===== config.mk =====
export PLATFORM = sky130hd
export DESIGN_NAME = dgr_register_bank
export DESIGN_NICKNAME = d
export VERILOG_FILES = /design/src/verilog/dgr_pkg.sv /design/src/verilog/dgr_register_bank.sv
export SDC_FILE = /design/constraint.sdc
export NUM_CORES = 1
export LEC_CHECK = 0
export ABC_AREA = 0
export CORE_ASPECT_RATIO = 0.75
export CORE_MARGIN = 10
export CORE_UTILIZATION = 35
export CTS_CLUSTER_DIAMETER = 100
export DETAILED_ROUTE_END_ITERATION = 8
export DONT_BUFFER_PORTS = 1
export GPL_TIMING_DRIVEN = 0
export PLACE_DENSITY = 0.47
export SLEW_MARGIN = 20
export SYNTH_ARGS = -nofsm -noshare
export SYNTH_HDL_FRONTEND = slang
export SYNTH_SLANG_ARGS = --single-unit

===== constraint.sdc =====
create_clock -name core_clk -period 5.3 [get_ports core_clk]
set_clock_uncertainty 0.05 [all_clocks]
set_input_delay 0.265 -clock core_clk [delete_from_list [all_inputs] [get_ports core_clk]]
set_output_delay 0.265 -clock core_clk [all_outputs]
set_load 0.005 [all_outputs]

===== src/verilog/dgr_pkg.sv =====
// Purpose: constants for the global register bank of the deserializer hub
// Assumes: 8-bit register addresses and data, one core clock
// Notes:   offsets and field positions of the four global registers
package dgr_pkg;
    localparam logic [7:0] OFS_OWN_ADDR     = 8'h00;
    localparam logic [7:0] OFS_SOFT_RESET   = 8'h01;
    localparam logic [7:0] OFS_GLOBAL_CFG   = 8'h02;
    localparam logic [7:0] OFS_DEVICE_STS   = 8'h04;
    localparam logic [7:0] OFS_SHARED_LAST  = 8'h31;
    localparam logic [7:0] OFS_CAM_FIRST    = 8'h32;
    localparam logic [7:0] OFS_CAM_LAST     = 8'h3A;
    localparam logic [7:0] OFS_PORT_SEL     = 8'h4C;
    localparam logic [7:0] OFS_PAGE_LAST    = 8'h7F;
    localparam logic [7:0] OFS_IND_FIRST    = 8'hB0;
    localparam logic [7:0] OFS_IND_LAST     = 8'hB2;
    localparam logic [7:0] OFS_TEST_FIRST   = 8'hD0;
    localparam logic [7:0] OFS_TEST_LAST    = 8'hDF;
    localparam logic [7:0] OFS_RXID_FIRST   = 8'hF0;
    localparam logic [7:0] OFS_RXID_LAST    = 8'hF5;
    localparam logic [7:0] OFS_PADDR_FIRST  = 8'hF8;
    localparam logic [7:0] OFS_PADDR_LAST   = 8'hFB;
    localparam logic [6:0] OWN_ADDR_DEFAULT = 7'h3D;
    localparam int         BIT_OVERRIDE     = 0;
    localparam int         BIT_RST_KEEP     = 0;
    localparam int         BIT_RST_FULL     = 1;
    localparam int         BIT_RELOAD       = 2;
    localparam int         BIT_REFCLK_FORCE = 0;
    localparam int         BIT_PARITY_EN    = 1;
    localparam int         BIT_SLEEP_SEL    = 2;
    localparam int         BIT_OUT_EN       = 3;
    localparam int         BIT_OUT_EN_MODE  = 4;
    localparam int         BIT_PROXY_EN     = 5;
    localparam int         BIT_INIT_DONE    = 6;
    localparam logic [7:0] CFG_DEFAULT      = 8'h1E;
    localparam logic [1:0] PORT_WR_DEFAULT  = 2'h3;
    localparam logic [3:0] RELOAD_CYCLES    = 4'h4;
    // camera lane drive modes
    typedef enum logic [1:0] {
        DGR_LANE_RUN  = 2'b00,
        DGR_LANE_LP11 = 2'b01,
        DGR_LANE_HS0  = 2'b10,
        DGR_LANE_HIZ  = 2'b11
    } dgr_lane_t;
    typedef enum logic [1:0] {
        DGR_IDLE   = 2'b00,
        DGR_RELOAD = 2'b01,
        DGR_RESET  = 2'b10
    } dgr_phase_t;
endpackage


===== src/verilog/dgr_register_bank.sv =====
// Purpose: global register bank with address decode and paged port window
// Assumes: one register access per cycle from the local target or the side channel
// Notes:   per-port window storage lives outside; this bank decodes it and steers it
//
// What this block does
// - read-to-clear fields clear after being read
// - self-clearing bits act then return zero
// - latched status holds until read
// - strap fields load from sampled pins
// - both access paths reach all blocks
// - decode shared and camera ranges, reserve gap
// - paged port window, read select, broadcast write
// - decode indirect, test, ID, addressing ranges
// - address field reports address in use
// - override bit unlocks address field writes
// - reload bit restores defaults and straps
// - full reset clears logic and configuration
// - logic reset keeps configuration contents
// - proxy bit gates remote local-bus mastering
// - unlocked output mode: high-impedance, LP-11 or HS-0
// - sleep select with enable low gives high-impedance
// - unlocked with output mode set and sleep select low gives HS-0
// - parity checker enable bit
// - force reference clock present indication
// - init-done status bit after default loading
`timescale 1ns/1ps
`default_nettype none
module dgr_register_bank (
    input  wire logic            core_clk,
    input  wire logic            rstn,
    input  wire logic [6:0]      strapAddress,
    input  wire logic            localReq,
    input  wire logic            chanReq,
    input  wire logic            regWrite,
    input  wire logic [7:0]      regAddr,
    input  wire logic [7:0]      regWdata,
    input  wire logic            anyPortLocked,
    input  wire logic            refclkDetected,
    input  wire logic            latchedLowIn,
    input  wire logic            latchedHighIn,
    input  wire logic            clearOnReadIn,
    output logic [7:0]           regRdata,
    output logic                 regAck,
    output logic [6:0]           ownTargetAddress,
    output logic [1:0]           portReadSelect,
    output logic [1:0]           portWriteEnable,
    output logic                 windowHit,
    output logic                 extHit,
    output logic                 logicResetPulse,
    output logic                 configResetPulse,
    output logic                 proxyMasterEnable,
    output logic                 parityCheckEnable,
    output logic                 refclkPresent,
    output dgr_pkg::dgr_lane_t   laneMode
);
    import dgr_pkg::*;

    typedef struct packed {
        logic [6:0]  addr;
        logic        override;
        logic [6:0]  strap;
        logic [4:0]  rstSpare;
        logic [7:0]  cfg;
        logic [1:0]  rdSel;
        logic [1:0]  wrEn;
        logic        initDone;
        logic        llHold;
        logic        lhHold;
        logic        rcFlag;
        logic [3:0]  count;
        dgr_phase_t  phase;
        logic        started;
        logic [7:0]  rdata;
        logic        ack;
        logic        winHit;
        logic        xHit;
        logic        logicRst;
        logic        cfgRst;
        logic        refclk;
        dgr_lane_t   lane;
    } dgr_state_t;

    dgr_state_t st;
    dgr_state_t next_st;
    logic       access;
    logic       wrOwn;
    logic       rdSts;
    logic       inWindow;
    logic       inExt;
    logic       inReserved;

    always_comb begin
        access     = localReq | chanReq;
        inWindow   = regAddr >= OFS_PORT_SEL && regAddr <= OFS_PAGE_LAST;
        inExt      = (regAddr >= OFS_CAM_FIRST && regAddr <= OFS_CAM_LAST)
                   || (regAddr >= OFS_IND_FIRST && regAddr <= OFS_IND_LAST)
                   || (regAddr >= OFS_TEST_FIRST && regAddr <= OFS_TEST_LAST)
                   || (regAddr >= OFS_RXID_FIRST && regAddr <= OFS_RXID_LAST)
                   || (regAddr >= OFS_PADDR_FIRST && regAddr <= OFS_PADDR_LAST)
                   || (regAddr > OFS_DEVICE_STS && regAddr <= OFS_SHARED_LAST);
        inReserved = !inWindow && !inExt && regAddr > OFS_DEVICE_STS;
        wrOwn      = access && regWrite && !inReserved;
        rdSts      = access && !regWrite && regAddr == OFS_DEVICE_STS;

        next_st          = st;
        next_st.ack      = access;
        next_st.logicRst = 1'b0;
        next_st.cfgRst   = 1'b0;
        next_st.winHit   = access && inWindow && regAddr != OFS_PORT_SEL;
        next_st.xHit     = access && inExt;
        next_st.rdata    = 8'h00;

        if (!st.started) begin
            next_st.started = 1'b1;
            next_st.strap   = strapAddress;
        end

        if (!latchedLowIn)
            next_st.llHold = 1'b1;
        if (latchedHighIn)
            next_st.lhHold = 1'b1;
        if (clearOnReadIn)
            next_st.rcFlag = 1'b1;

        if (access && !regWrite) begin
            case (regAddr)
                OFS_OWN_ADDR:   next_st.rdata = {st.addr, st.override};
                OFS_SOFT_RESET: next_st.rdata = {st.rstSpare, 3'b000};
                OFS_GLOBAL_CFG: next_st.rdata = st.cfg;
                OFS_DEVICE_STS: next_st.rdata = {st.rcFlag, st.initDone, 2'b00,
                                                 st.lhHold, st.llHold ? 1'b0 : latchedLowIn, 2'b00};
                OFS_PORT_SEL:   next_st.rdata = {2'b00, st.rdSel, 2'b00, st.wrEn};
                default:        next_st.rdata = 8'h00;
            endcase
        end

        // clear after read, new event wins
        if (rdSts) begin
            next_st.llHold = !latchedLowIn;
            next_st.lhHold = latchedHighIn;
            next_st.rcFlag = clearOnReadIn;
        end

        if (wrOwn) begin
            case (regAddr)
                OFS_OWN_ADDR: begin
                    next_st.override = regWdata[BIT_OVERRIDE];
                    if (regWdata[BIT_OVERRIDE])
                        next_st.addr = regWdata[7:1];
                    else
                        next_st.addr = st.strap;
                end
                OFS_SOFT_RESET: begin
                    next_st.rstSpare = regWdata[7:3];
                    if (regWdata[BIT_RST_FULL] || regWdata[BIT_RELOAD]) begin
                        next_st.phase    = regWdata[BIT_RST_FULL] ? DGR_RESET : DGR_RELOAD;
                        next_st.count    = RELOAD_CYCLES;
                        next_st.initDone = 1'b0;
                    end
                    if (regWdata[BIT_RST_KEEP])
                        next_st.logicRst = 1'b1;
                end
                OFS_GLOBAL_CFG: next_st.cfg = regWdata;
                OFS_PORT_SEL: begin
                    next_st.rdSel = regWdata[5:4];
                    next_st.wrEn  = regWdata[1:0];
                end
                default: ;
            endcase
        end

        case (st.phase)
            DGR_IDLE: ;
            DGR_RELOAD, DGR_RESET: begin
                next_st.count = st.count - 4'h1;
                if (st.count == 4'h1) begin
                    next_st.addr     = strapAddress;
                    next_st.strap    = strapAddress;
                    next_st.override = 1'b0;
                    next_st.rstSpare = 5'h00;
                    next_st.cfg      = CFG_DEFAULT;
                    next_st.rdSel    = 2'b00;
                    next_st.wrEn     = PORT_WR_DEFAULT;
                    next_st.phase    = DGR_IDLE;
                    next_st.initDone = 1'b1;
                    next_st.logicRst = st.phase == DGR_RESET;
                    next_st.cfgRst   = 1'b1;
                end
            end
            default: next_st.phase = DGR_IDLE;
        endcase

        next_st.refclk = next_st.cfg[BIT_REFCLK_FORCE] | refclkDetected;
        if (!anyPortLocked && !next_st.cfg[BIT_OUT_EN_MODE])
            next_st.lane = DGR_LANE_HIZ;
        else if (next_st.cfg[BIT_SLEEP_SEL] && !next_st.cfg[BIT_OUT_EN])
            next_st.lane = DGR_LANE_HIZ;
        else if (!anyPortLocked && !next_st.cfg[BIT_SLEEP_SEL])
            next_st.lane = DGR_LANE_HS0;
        else if (!anyPortLocked)
            next_st.lane = DGR_LANE_LP11;
        else
            next_st.lane = DGR_LANE_RUN;
    end

    always_ff @(posedge core_clk or negedge rstn) begin
        if (!rstn) begin
            st          <= '0;
            st.addr     <= OWN_ADDR_DEFAULT;
            st.strap    <= OWN_ADDR_DEFAULT;
            st.cfg      <= CFG_DEFAULT;
            st.wrEn     <= PORT_WR_DEFAULT;
            st.phase    <= DGR_RELOAD;
            st.count    <= RELOAD_CYCLES;
            st.lane     <= DGR_LANE_HIZ;
        end else begin
            st <= next_st;
        end
    end

    assign ownTargetAddress  = st.addr;
    assign regRdata          = st.rdata;
    assign regAck            = st.ack;
    assign portReadSelect    = st.rdSel;
    assign portWriteEnable   = st.wrEn;
    assign windowHit         = st.winHit;
    assign extHit            = st.xHit;
    assign logicResetPulse   = st.logicRst;
    assign configResetPulse  = st.cfgRst;
    assign proxyMasterEnable = st.cfg[BIT_PROXY_EN];
    assign parityCheckEnable = st.cfg[BIT_PARITY_EN];
    assign refclkPresent     = st.refclk;
    assign laneMode          = st.lane;

    property p_reload_done;
        @(posedge core_clk) disable iff (!rstn)
        (st.phase == DGR_RELOAD && st.count == 4'h1) |=> (st.initDone && st.cfg == CFG_DEFAULT);
    endproperty
    a_reload_done: assert property (p_reload_done) else $error("reload did not restore defaults");

    property p_full_reset;
        @(posedge core_clk) disable iff (!rstn)
        (wrOwn && regAddr == OFS_SOFT_RESET && regWdata[BIT_RST_FULL]) |-> ##5 configResetPulse && logicResetPulse;
    endproperty
    a_full_reset: assert property (p_full_reset) else $error("full reset did not complete");

    property p_keep_reset;
        @(posedge core_clk) disable iff (!rstn)
        (wrOwn && regAddr == OFS_SOFT_RESET && regWdata[BIT_RST_KEEP] && !regWdata[BIT_RST_FULL]
         && !regWdata[BIT_RELOAD] && st.phase == DGR_IDLE) |=> logicResetPulse && $stable(st.cfg);
    endproperty
    a_keep_reset: assert property (p_keep_reset) else $error("logic reset lost configuration");

    property p_self_clear;
        @(posedge core_clk) disable iff (!rstn)
        logicResetPulse |=> !logicResetPulse || $past(st.phase) != DGR_IDLE || $past(wrOwn);
    endproperty
    a_self_clear: assert property (p_self_clear) else $error("reset request stuck high");

    property p_reserved;
        @(posedge core_clk) disable iff (!rstn)
        (access && inReserved) |=> regRdata == 8'h00 && $stable(st.cfg) && $stable(st.addr);
    endproperty
    a_reserved: assert property (p_reserved) else $error("reserved access had an effect");

    property p_addr_locked;
        @(posedge core_clk) disable iff (!rstn)
        (wrOwn && regAddr == OFS_OWN_ADDR && !regWdata[BIT_OVERRIDE] && st.phase == DGR_IDLE)
            |=> ownTargetAddress == st.strap;
    endproperty
    a_addr_locked: assert property (p_addr_locked) else $error("address changed without override");

    property p_read_clear;
        @(posedge core_clk) disable iff (!rstn)
        (rdSts && st.rcFlag && !clearOnReadIn) |=> regRdata[7] && !st.rcFlag;
    endproperty
    a_read_clear: assert property (p_read_clear) else $error("read-to-clear did not clear");

    property p_hs0;
        @(posedge core_clk) disable iff (!rstn)
        (!anyPortLocked && st.cfg[BIT_OUT_EN_MODE] && !st.cfg[BIT_SLEEP_SEL] && $stable(st.cfg)
         && !$past(anyPortLocked)) |-> laneMode == DGR_LANE_HS0;
    endproperty
    a_hs0: assert property (p_hs0) else $error("lanes not in HS-0 while unlocked");

    property p_refclk;
        @(posedge core_clk) disable iff (!rstn)
        $past(st.cfg[BIT_REFCLK_FORCE]) && st.cfg[BIT_REFCLK_FORCE] |-> refclkPresent;
    endproperty
    a_refclk: assert property (p_refclk) else $error("reference clock not forced present");
endmodule
`default_nettype wire


Word level (Yosys, flattened, before mapping). Index checks and enable logic that the tools add are counted.

Add/subtract/negate cells: 1. Equal/unequal tests: 9. Reduce and logical (&&, ||, !) cells: 43. Muxes and demuxes: 35. Order comparisons: 14. Bitwise gates (word level): 2.

Operators by type and width (number): $mux W33 (2); $pmux W8 S5 (1); $ge A8 B8 Y1 const B (4); $le A8 B8 Y1 const B (4); $mux W8 (4); $logic_and A1 B1 Y1 (19); $mux W18 (1); $mux W6 (3); $le A8 B6 Y1 const B (2); $mux W2 (7); $mux W7 (2); $mux W1 (10); $reduce_bool A2 Y1 (5); $logic_not A1 Y1 (9); $eq A8 B1 Y1 const B (1); $eq A8 B2 Y1 const B (1); $eq A8 B3 Y1 const B (1); $eq A8 B7 Y1 const B (1); $ge A8 B6 Y1 const B (1); $ge A8 B7 Y1 const B (1); $gt A8 B3 Y1 const B (1); $le A8 B7 Y1 const B (1); $logic_not A8 Y1 (1); $mux W4 (2); 14 further kinds (20).

Bits in registers: 59. Word-level logic and storage cells: 126. Input port bits: 33.

Depth between registers and ports, before layout. Gate-level depths: netlist (run 1).

Depth after elaboration: 20. Depth in mapped cells: 8. Depth with buffers taken out: 8.

Worst setup path after synthesis (run 1). No wires, ideal clock.

Path type: reg2reg. From: reg st[17] (netlist name). To: reg st (netlist bit ownTargetAddress[2]). Buffers on the path: 2. Required time: 5.171 ns. Slack: 3.232 ns. Cell stages (with the launch flop): 9. Arrival: 1.940 ns. Library setup time: 0.079 ns. Cells stage by stage: dfstp_2 -> inv_1 -> ha_1 -> nand3_1 -> inv_1 -> clkbuf_1 -> clkbuf_1 -> nand2_1 -> o21ai_0.

RTL lines: start, declared (RTL line dgr_register_bank.sv:83) `dgr_state_t st;`; start signal, assigned (RTL line dgr_register_bank.sv:217) `st <= next_st;`.

==> results of run 1 <==
-- synth_stat cells (all sizes together) --
| cell type | count | area [sq um] |
|---|---|---|
| nand2 | 58 | 220 |
| clkbuf | 12 | 45.0 |
| inv | 11 | 41.3 |
| nor4 | 3 | 40.0 |
| conb | 1 | 3.75 |
| ha | 5 | 62.6 |
| a22oi | 5 | 42.5 |
| nor2b | 6 | 37.5 |
| nor3b | 1 | 7.51 |
| buf | 23 | 174 |
| mux2i | 16 | 160 |
| o211ai | 1 | 7.51 |
| and3 | 1 | 6.26 |
| nor4b | 1 | 8.76 |
| o31ai | 1 | 7.51 |
| o21a | 1 | 7.51 |
| o311ai | 1 | 8.76 |
| nand4 | 2 | 12.5 |
| a21o | 3 | 22.5 |
| a32oi | 1 | 8.76 |
| a31oi | 4 | 25.0 |
| nor3 | 5 | 25.0 |
| dfrtp | 39 | 976 |
| o31a | 1 | 8.76 |
| or4 | 3 | 30.0 |
| nor2 | 28 | 105 |
| mux2 | 11 | 124 |
| a211oi | 6 | 45.0 |
| and4 | 1 | 8.76 |
| a21boi | 2 | 15.0 |
| dfstp | 20 | 526 |
| or2 | 1 | 6.26 |
| o21ai | 26 | 130 |
| nand3 | 4 | 20.0 |
| nand2b | 1 | 6.26 |
| a21oi | 19 | 106 |
| and3b | 1 | 8.76 |
| o22ai | 1 | 6.26 |
| or3 | 2 | 12.5 |
-- power groups by stage --
| stage | Combinational (mW) | Clock (mW) | Sequential (mW) |
|---|---|---|---|
| 2_1_floorplan | 0.147 | 0 | 0.555 |
| 3_3_place_gp | 0.172 | 0 | 0.574 |
| 3_5_place_dp | 0.174 | 0 | 0.575 |
| 4_1_cts | 0.198 | 0.552 | 0.568 |
| 5_1_grt | 0.221 | 0.571 | 0.574 |
| 6_report | 0.193 | 0.535 | 0.567 |
-- logic make-up after synthesis --
kind of cell             Yosys count
multiplexers                      27
adder cells (fa/ha/maj)            5
other                              1
AND/OR/NAND/NOR                  118
flip-flops                        59
AO/OA/AOI/OAI                     72
buffers and inverters             46
-- cell type report --
type	instances	area share (%)
sequential	59	40.5
multi-input combinational	223	36.4
clock buffer	14	7.12
buffer	35	5.91
timing repair buffer	17	5.06
tap	108	3.65
inverter	11	1.11
clock inverter	2	0.270
-- metrics by stage --
step / hold slack [ns] / worst slack [ns]
2_1_floorplan: -0.0806 / 3.23
3_3_place_gp: -0.0779 / 2.43
3_5_place_dp: -0.0781 / 2.44
4_1_cts: 0.00349 / 2.37
5_1_grt: 0.0135 / 2.21
6_report: 0.0149 / 2.44
-- cell usage in the layout (no fill, tap or decap), types with 3 or more instances in the layout --
cell           Yosys  routed
clkbuf_1          12      15
o21ai_1            9       9
nor2b_1            6       6
nor2_1            28      28
mux2i_1           16      16
mux2_2            11      11
a21oi_1           18      18
o21ai_0           17      17
ha_1               5       5
a21o_1             3       3
buf_4             21      21
nand3_1            4       4
clkbuf_16          0       9
dfrtp_1           39      39
dfstp_2           20      20
a22oi_1            4       4
a31oi_1            4       4
nand2_1           57      57
a211oi_1           6       6
nor3_1             5       5
inv_1             11      11
dlygate4sd3_1      0      16
-- state kept, by name, summed over array words and instances, names as in the netlist --
signal / count
ownTargetAddress: 7
proxyMasterEnable: 1
extHit: 1
regAck: 1
portReadSelect: 2
laneMode: 2
logicResetPulse: 1
st: 30
configResetPulse: 1
portWriteEnable: 2
windowHit: 1
parityCheckEnable: 1
regRdata: 8
refclkPresent: 1
-- final timing paths --
path | from | to | slack (ns)
max | st[17] | logicResetPulse | 2.44
min | regWdata[1] | portWriteEnable[1] | 0.01
max reg2reg | st[17] | logicResetPulse | 2.44
min reg2reg | st[25] | st[25] | 0.42
max in group asynchronous | rstn | portWriteEnable[0] | 4.46
min in group asynchronous | rstn | st[41] | 0.42
-- routing by layer --
metal	vias up	global-route usage, %	part of all wire [%]
met4	0	5.23	1.5
met5	-	0	0
li1	1174	-	-
met3	12	5.95	9.4
met2	64	18.9	41
met1	1148	17.9	48
==> metrics.cfg, run 1 <==
[outcome]
status=finished, final reports clean

[sta]
setup_viol=0
post-route-period-util_pct=54.0
fin_crit_ns=2.86
tightest_slew_ns=0.928
fmax_mhz=350
relSlewSlack_pct=37.6
hold_violations=0
rsz0062_at_grt=no
setup-tns-final_ns=0
maxSlewViolCount=0

[global_routing]
grt_start_max_net_pins=60
track_usage_pct=13.5
grt_pass1_vias=2470
antenna_found_initial=0
grt.overflow.total=0
grt_pass1_wl_mm=13.5

[worst_setup_path]
max_stage_delay_ns=0.54
cp_max_fo=10
crit_cells=8
cp_data_required_time_ns=5.50
reg2reg_depth=8
critPathBufInv=4
crit_family=buffers and inverters
setup.worst_path.class=reg2reg
crit_path_end_kind=flip-flop
path_cells=inv_1, ha_1, nand3_1, inv_1, clkbuf_1, clkbuf_1, nand2_1, o21ai_1
crit_path_top_delay_cell=dfstp_2
startpoint_type=flip-flop
cp.arrival_ns=3.06

[clocking]
clk_latency_ns=0.33
clk_pin_slew_ns=0.05
cts.path.max_buffers=2
cts_htree_levels=3
cts_post_setup_buffers_inserted=0
numCtsBuffers=9
post_cts_resized=0
cts_tree=built
clock_sinks=59
cts_root_buf=clkbuf_16
cts_hold_buf=17

[floorplanning]
pin_count=62
coreArea_sq_mm=0.00856
dieHeight_um=102
row_count=29
chipWidth_um=129
start_util_pct=36.3
dieArea_sq_mm=0.0131

[power]
p_clk_share_pct=41.3
p_per_area_mw_per_mm2=350
pwr-share-seq_pct=43.8
p_total_mw=1.30
p_int_uw=962
combPwrFrac_pct=14.9
p_switching_uw=333
power_leakage_nw=1.61
vdd_drop_max_uv=176
netSwitchingFraction_pct=25.7

[finish]
nNetsFinal=394
diodes=0
fillerInstances=854
final_cells=469
final_core_util_pct=43.3
regArea_sq_mm=0.00150
areaGrowthSynthToFinish_pct=19.2
final_layout_size_suffix_gt1_share_pct=20.8
final_area_sq_mm=0.00371
multiInputGateArea_sq_mm=0.00135

[synth]
muxShareOfSynthArea_pct=9.13
yosysSeqAreaShare_pct=48.3
syn_inst=328
synth_top_family_by_area=simple AND/OR/NAND/NOR gates
yosysUniqueCellTypes=48
synth-seq-cells=59
synthAdderAreaFrac_pct=2.01
synthesis.nets=366
synthXorXnorAreaFrac_pct=0
yosys_warnings=0
syn-cell-area_sq_mm=0.00311
postSynthAreaPerCell_sq_um=9.48
synthSimpleGateAreaFrac_pct=17.9
synth_compound_area_share_pct=14.2

[place]
portBuffers=0
dp_cells=436
placed_area_sq_mm=0.00324
gp_congestion=0.800
hpwl_mm=6.18

[routing]
wl_mm=8.53
ant_nets=0
via_per_inst=5.11
drtIter0Drc=112
wl_per_cell_um=18.2
dr_total_vias=2398
drtPass1Iterations=4
drc_errors=0

[job]
maxCapViolCount=0

[hold_path]
min_path_cells=2
hold_class=in2reg

Power figures use the tool's default switching activity.
==> inputs of run 2 (changes only) <==
Settings changed: ABC_AREA 0 to 1, PLACE_DENSITY 0.47 to 0.49.
Clock period 5.3 ns to 2.5 ns, I/O delays scaled along.
==> run 2 against run 1 <==
  * Global-route usage rose by 0.59 points
  * Total power grew to 2.8 times the previous value
  * First-iteration DRC count increased by 35%
  * Core utilization rose by 0.74 points
  * Hold slack hardly changed
  * Non-clock buffer count rose by 5
  * Critical path depth increased by 2
  * Maximum frequency up 27%
  * Register-to-register slack worse by 2.2 ns
  * Die area increased by 4.7%
  * Critical endpoint is now laneMode[1]
==> metrics.cfg, run 2 <==
[clocking]
numCtsBuffers=9
clock_sinks=59
cts.path.max_buffers=2
clk_pin_slew_ns=0.05
cts_htree_levels=3
cts_root_buf=clkbuf_16
cts_tree=built
clk_latency_ns=0.33

[sta]
setup_viol=0
rsz0062_at_grt=no
maxSlewViolCount=0
post-route-period-util_pct=90.2
tightest_slew_ns=0.737
setup-tns-final_ns=0
hold_violations=0
fin_crit_ns=2.25
fmax_mhz=443
relSlewSlack_pct=50.3

[synth]
syn_inst=406
synthesis.nets=444
postSynthAreaPerCell_sq_um=8.09
synth_flop_cell=dfrtp_1
yosysTopAreaCell=dfrtp_1
yosysSeqAreaShare_pct=45.7
synth_area_leaders=dfrtp_1 (30%), dfstp_2 (16%), nand2_1 (9.4%)
synth_edf_count=0
syn-cell-area_sq_mm=0.00329
async_flop_share_pct=100
synth_top_cell_area_share_pct=29.7
yosysUniqueCellTypes=38
synth-seq-cells=59
yosysMostFrequentCell=nand2_1
yosys-top-cells-count=nand2_1 (82), inv_1 (51), nor2_1 (46)
yosys_warnings=0

[worst_setup_path]
crit_path_top_delay_cell=dfstp_2
crit_cells=10
reg2reg_depth=10
path_cells=inv_1, ha_1, inv_2, nor2_4, inv_2, buf_1, nand3_2, nand2_1, nand2_1, nand2_1
cp_data_required_time_ns=2.71
crit_path_end_kind=flip-flop
critPathMostFrequentCell=nand2_1
cp.arrival_ns=2.47
crit_family=simple AND/OR/NAND/NOR gates
cp_max_fo=10
critPathBufInv=4
setup.worst_path.class=reg2reg
startpoint_type=flip-flop
max_stage_delay_ns=0.55

[routing]
drtIter0Drc=151
met1Wirelength_mm=4.62
ant_nets=0
drtPass1Iterations=4
wl_mm=9.25
wl_met3_um=673
dr_total_vias=2691
via_per_inst=4.68
drc_errors=0
wl_per_cell_um=16.1
route.met2.wl_mm=3.86
top_layer=met4

[job]
maxCapViolCount=0

[floorplanning]
start_util_pct=36.2
chipWidth_um=132
dieHeight_um=104
dieArea_sq_mm=0.0137
row_count=30
coreArea_sq_mm=0.00908
pin_count=62

[finish]
mostFrequentLayoutCells=nand2_1 (82), inv_1 (51), nor2_1 (46)
areaGrowthSynthToFinish_pct=21.7
diodes=0
final_cells=575
nNetsFinal=480
layout_commonest_cell=nand2_1
regMostFlops=st
final_area_sq_mm=0.00400
largest_reg_flops=30
final_layout_size_suffix_gt1_share_pct=19.5
final_core_util_pct=44.0

[place]
portBuffers=0
dp_cells=534
gp_congestion=0.819
placed_area_sq_mm=0.00345
hpwl_mm=6.90

[global_routing]
grt.overflow.total=0
grt_pass1_vias=2747
antenna_found_initial=0
grt_pass1_wl_mm=15.4
track_usage_pct=14.1
grt_start_max_net_pins=60

[power]
p_per_area_mw_per_mm2=894
vdd_drop_max_uv=557
power_leakage_nw=1.96
p_total_mw=3.57

[outcome]
status=finished, final reports clean

[hold_path]
hold_class=in2reg
min_path_cells=3

run 2: changes by cell type after synthesis, moves of 6 or more:
cell | previous run | this run
a211oi_1 | 6 | 0
mux2_2 | 11 | 0
inv_1 | 11 | 51
a221oi_1 | 0 | 7
mux2i_1 | 16 | 0
a21oi_1 | 18 | 10
inv_2 | 0 | 7
clkbuf_1 | 12 | 5
o21ai_0 | 17 | 26
nand2_1 | 57 | 82
nor2_1 | 28 | 46
nand3_1 | 4 | 21
nor2b_1 | 6 | 0
run 2: final timing paths:
kind                            startpoint     endpoint  slack [ns]
worst max-delay path                st[17]  laneMode[1]        0.25
worst min-delay path              regWrite  regRdata[3]        0.02
worst max register to register      st[17]  laneMode[1]        0.25
worst min register to register      st[25]       st[25]        0.44
max in group asynchronous             rstn       st[44]        1.82
min in group asynchronous             rstn       extHit        0.27
run 2: per-layer routing:
layer  track usage (%)  vias up
met2              19.8       73
li1                  -     1373
met4              3.57        0
met1              19.6     1234
met3              5.50       11
met5                 0        -
run 2: repair_timing:
action	CTS	global route
setup endpoints to repair	7	3
gates resized for setup	1	0
gates cloned	0	0
hold buffers	26	0
buffers inserted	0	0
hold endpoints to repair	97	0
run 2: power by group:
part / switching, mW / internal [mW] / total (mW)
Clock: 0.416 / 0.721 / 1.14
Combinational: 0.556 / 0.439 / 0.995
Sequential: 0.180 / 1.26 / 1.44
run 2: through the flow:
step / setup WS, ns / hold WS (ns)
floorplan: 0.498 / -0.221
global placement: 0.0111 / -0.218
detailed placement: -0.0307 / -0.218
CTS: 0.149 / 0.00726
global route: 0.0847 / 0.0294
finish: 0.245 / 0.0150
run 2: cell families after synthesis:
group | count (synthesis) | synth area share (%)
AOI/OAI and AO/OA | 77 | 14.6
other | 1 | 0.114
and+or+nand+nor | 173 | 24.1
adders and majority gates | 5 | 1.90
buffers and inverters | 90 | 13.3
DFF | 59 | 45.7
xor gates and xnor gates | 1 | 0.267
run 2: worst register-to-register path, stage by stage, from the launching register on:
cell     delay, ns
dfstp_2       0.55
inv_1         0.06
ha_1          0.37
inv_2         0.09
nor2_4        0.30
inv_2         0.12
buf_1         0.30
nand3_2       0.19
nand2_1       0.06
nand2_1       0.05
nand2_1       0.04
run 2: cell type report:
cell class	instances	area, sq um
Clock inverter	2	10.0
Fill cell	932	5080
Sequential cell	59	1500
Multi-Input combinational cell	257	1350
Inverter	58	218
Buffer	31	216
Clock buffer	14	264
Tap cell	128	160
Timing Repair Buffer	26	278
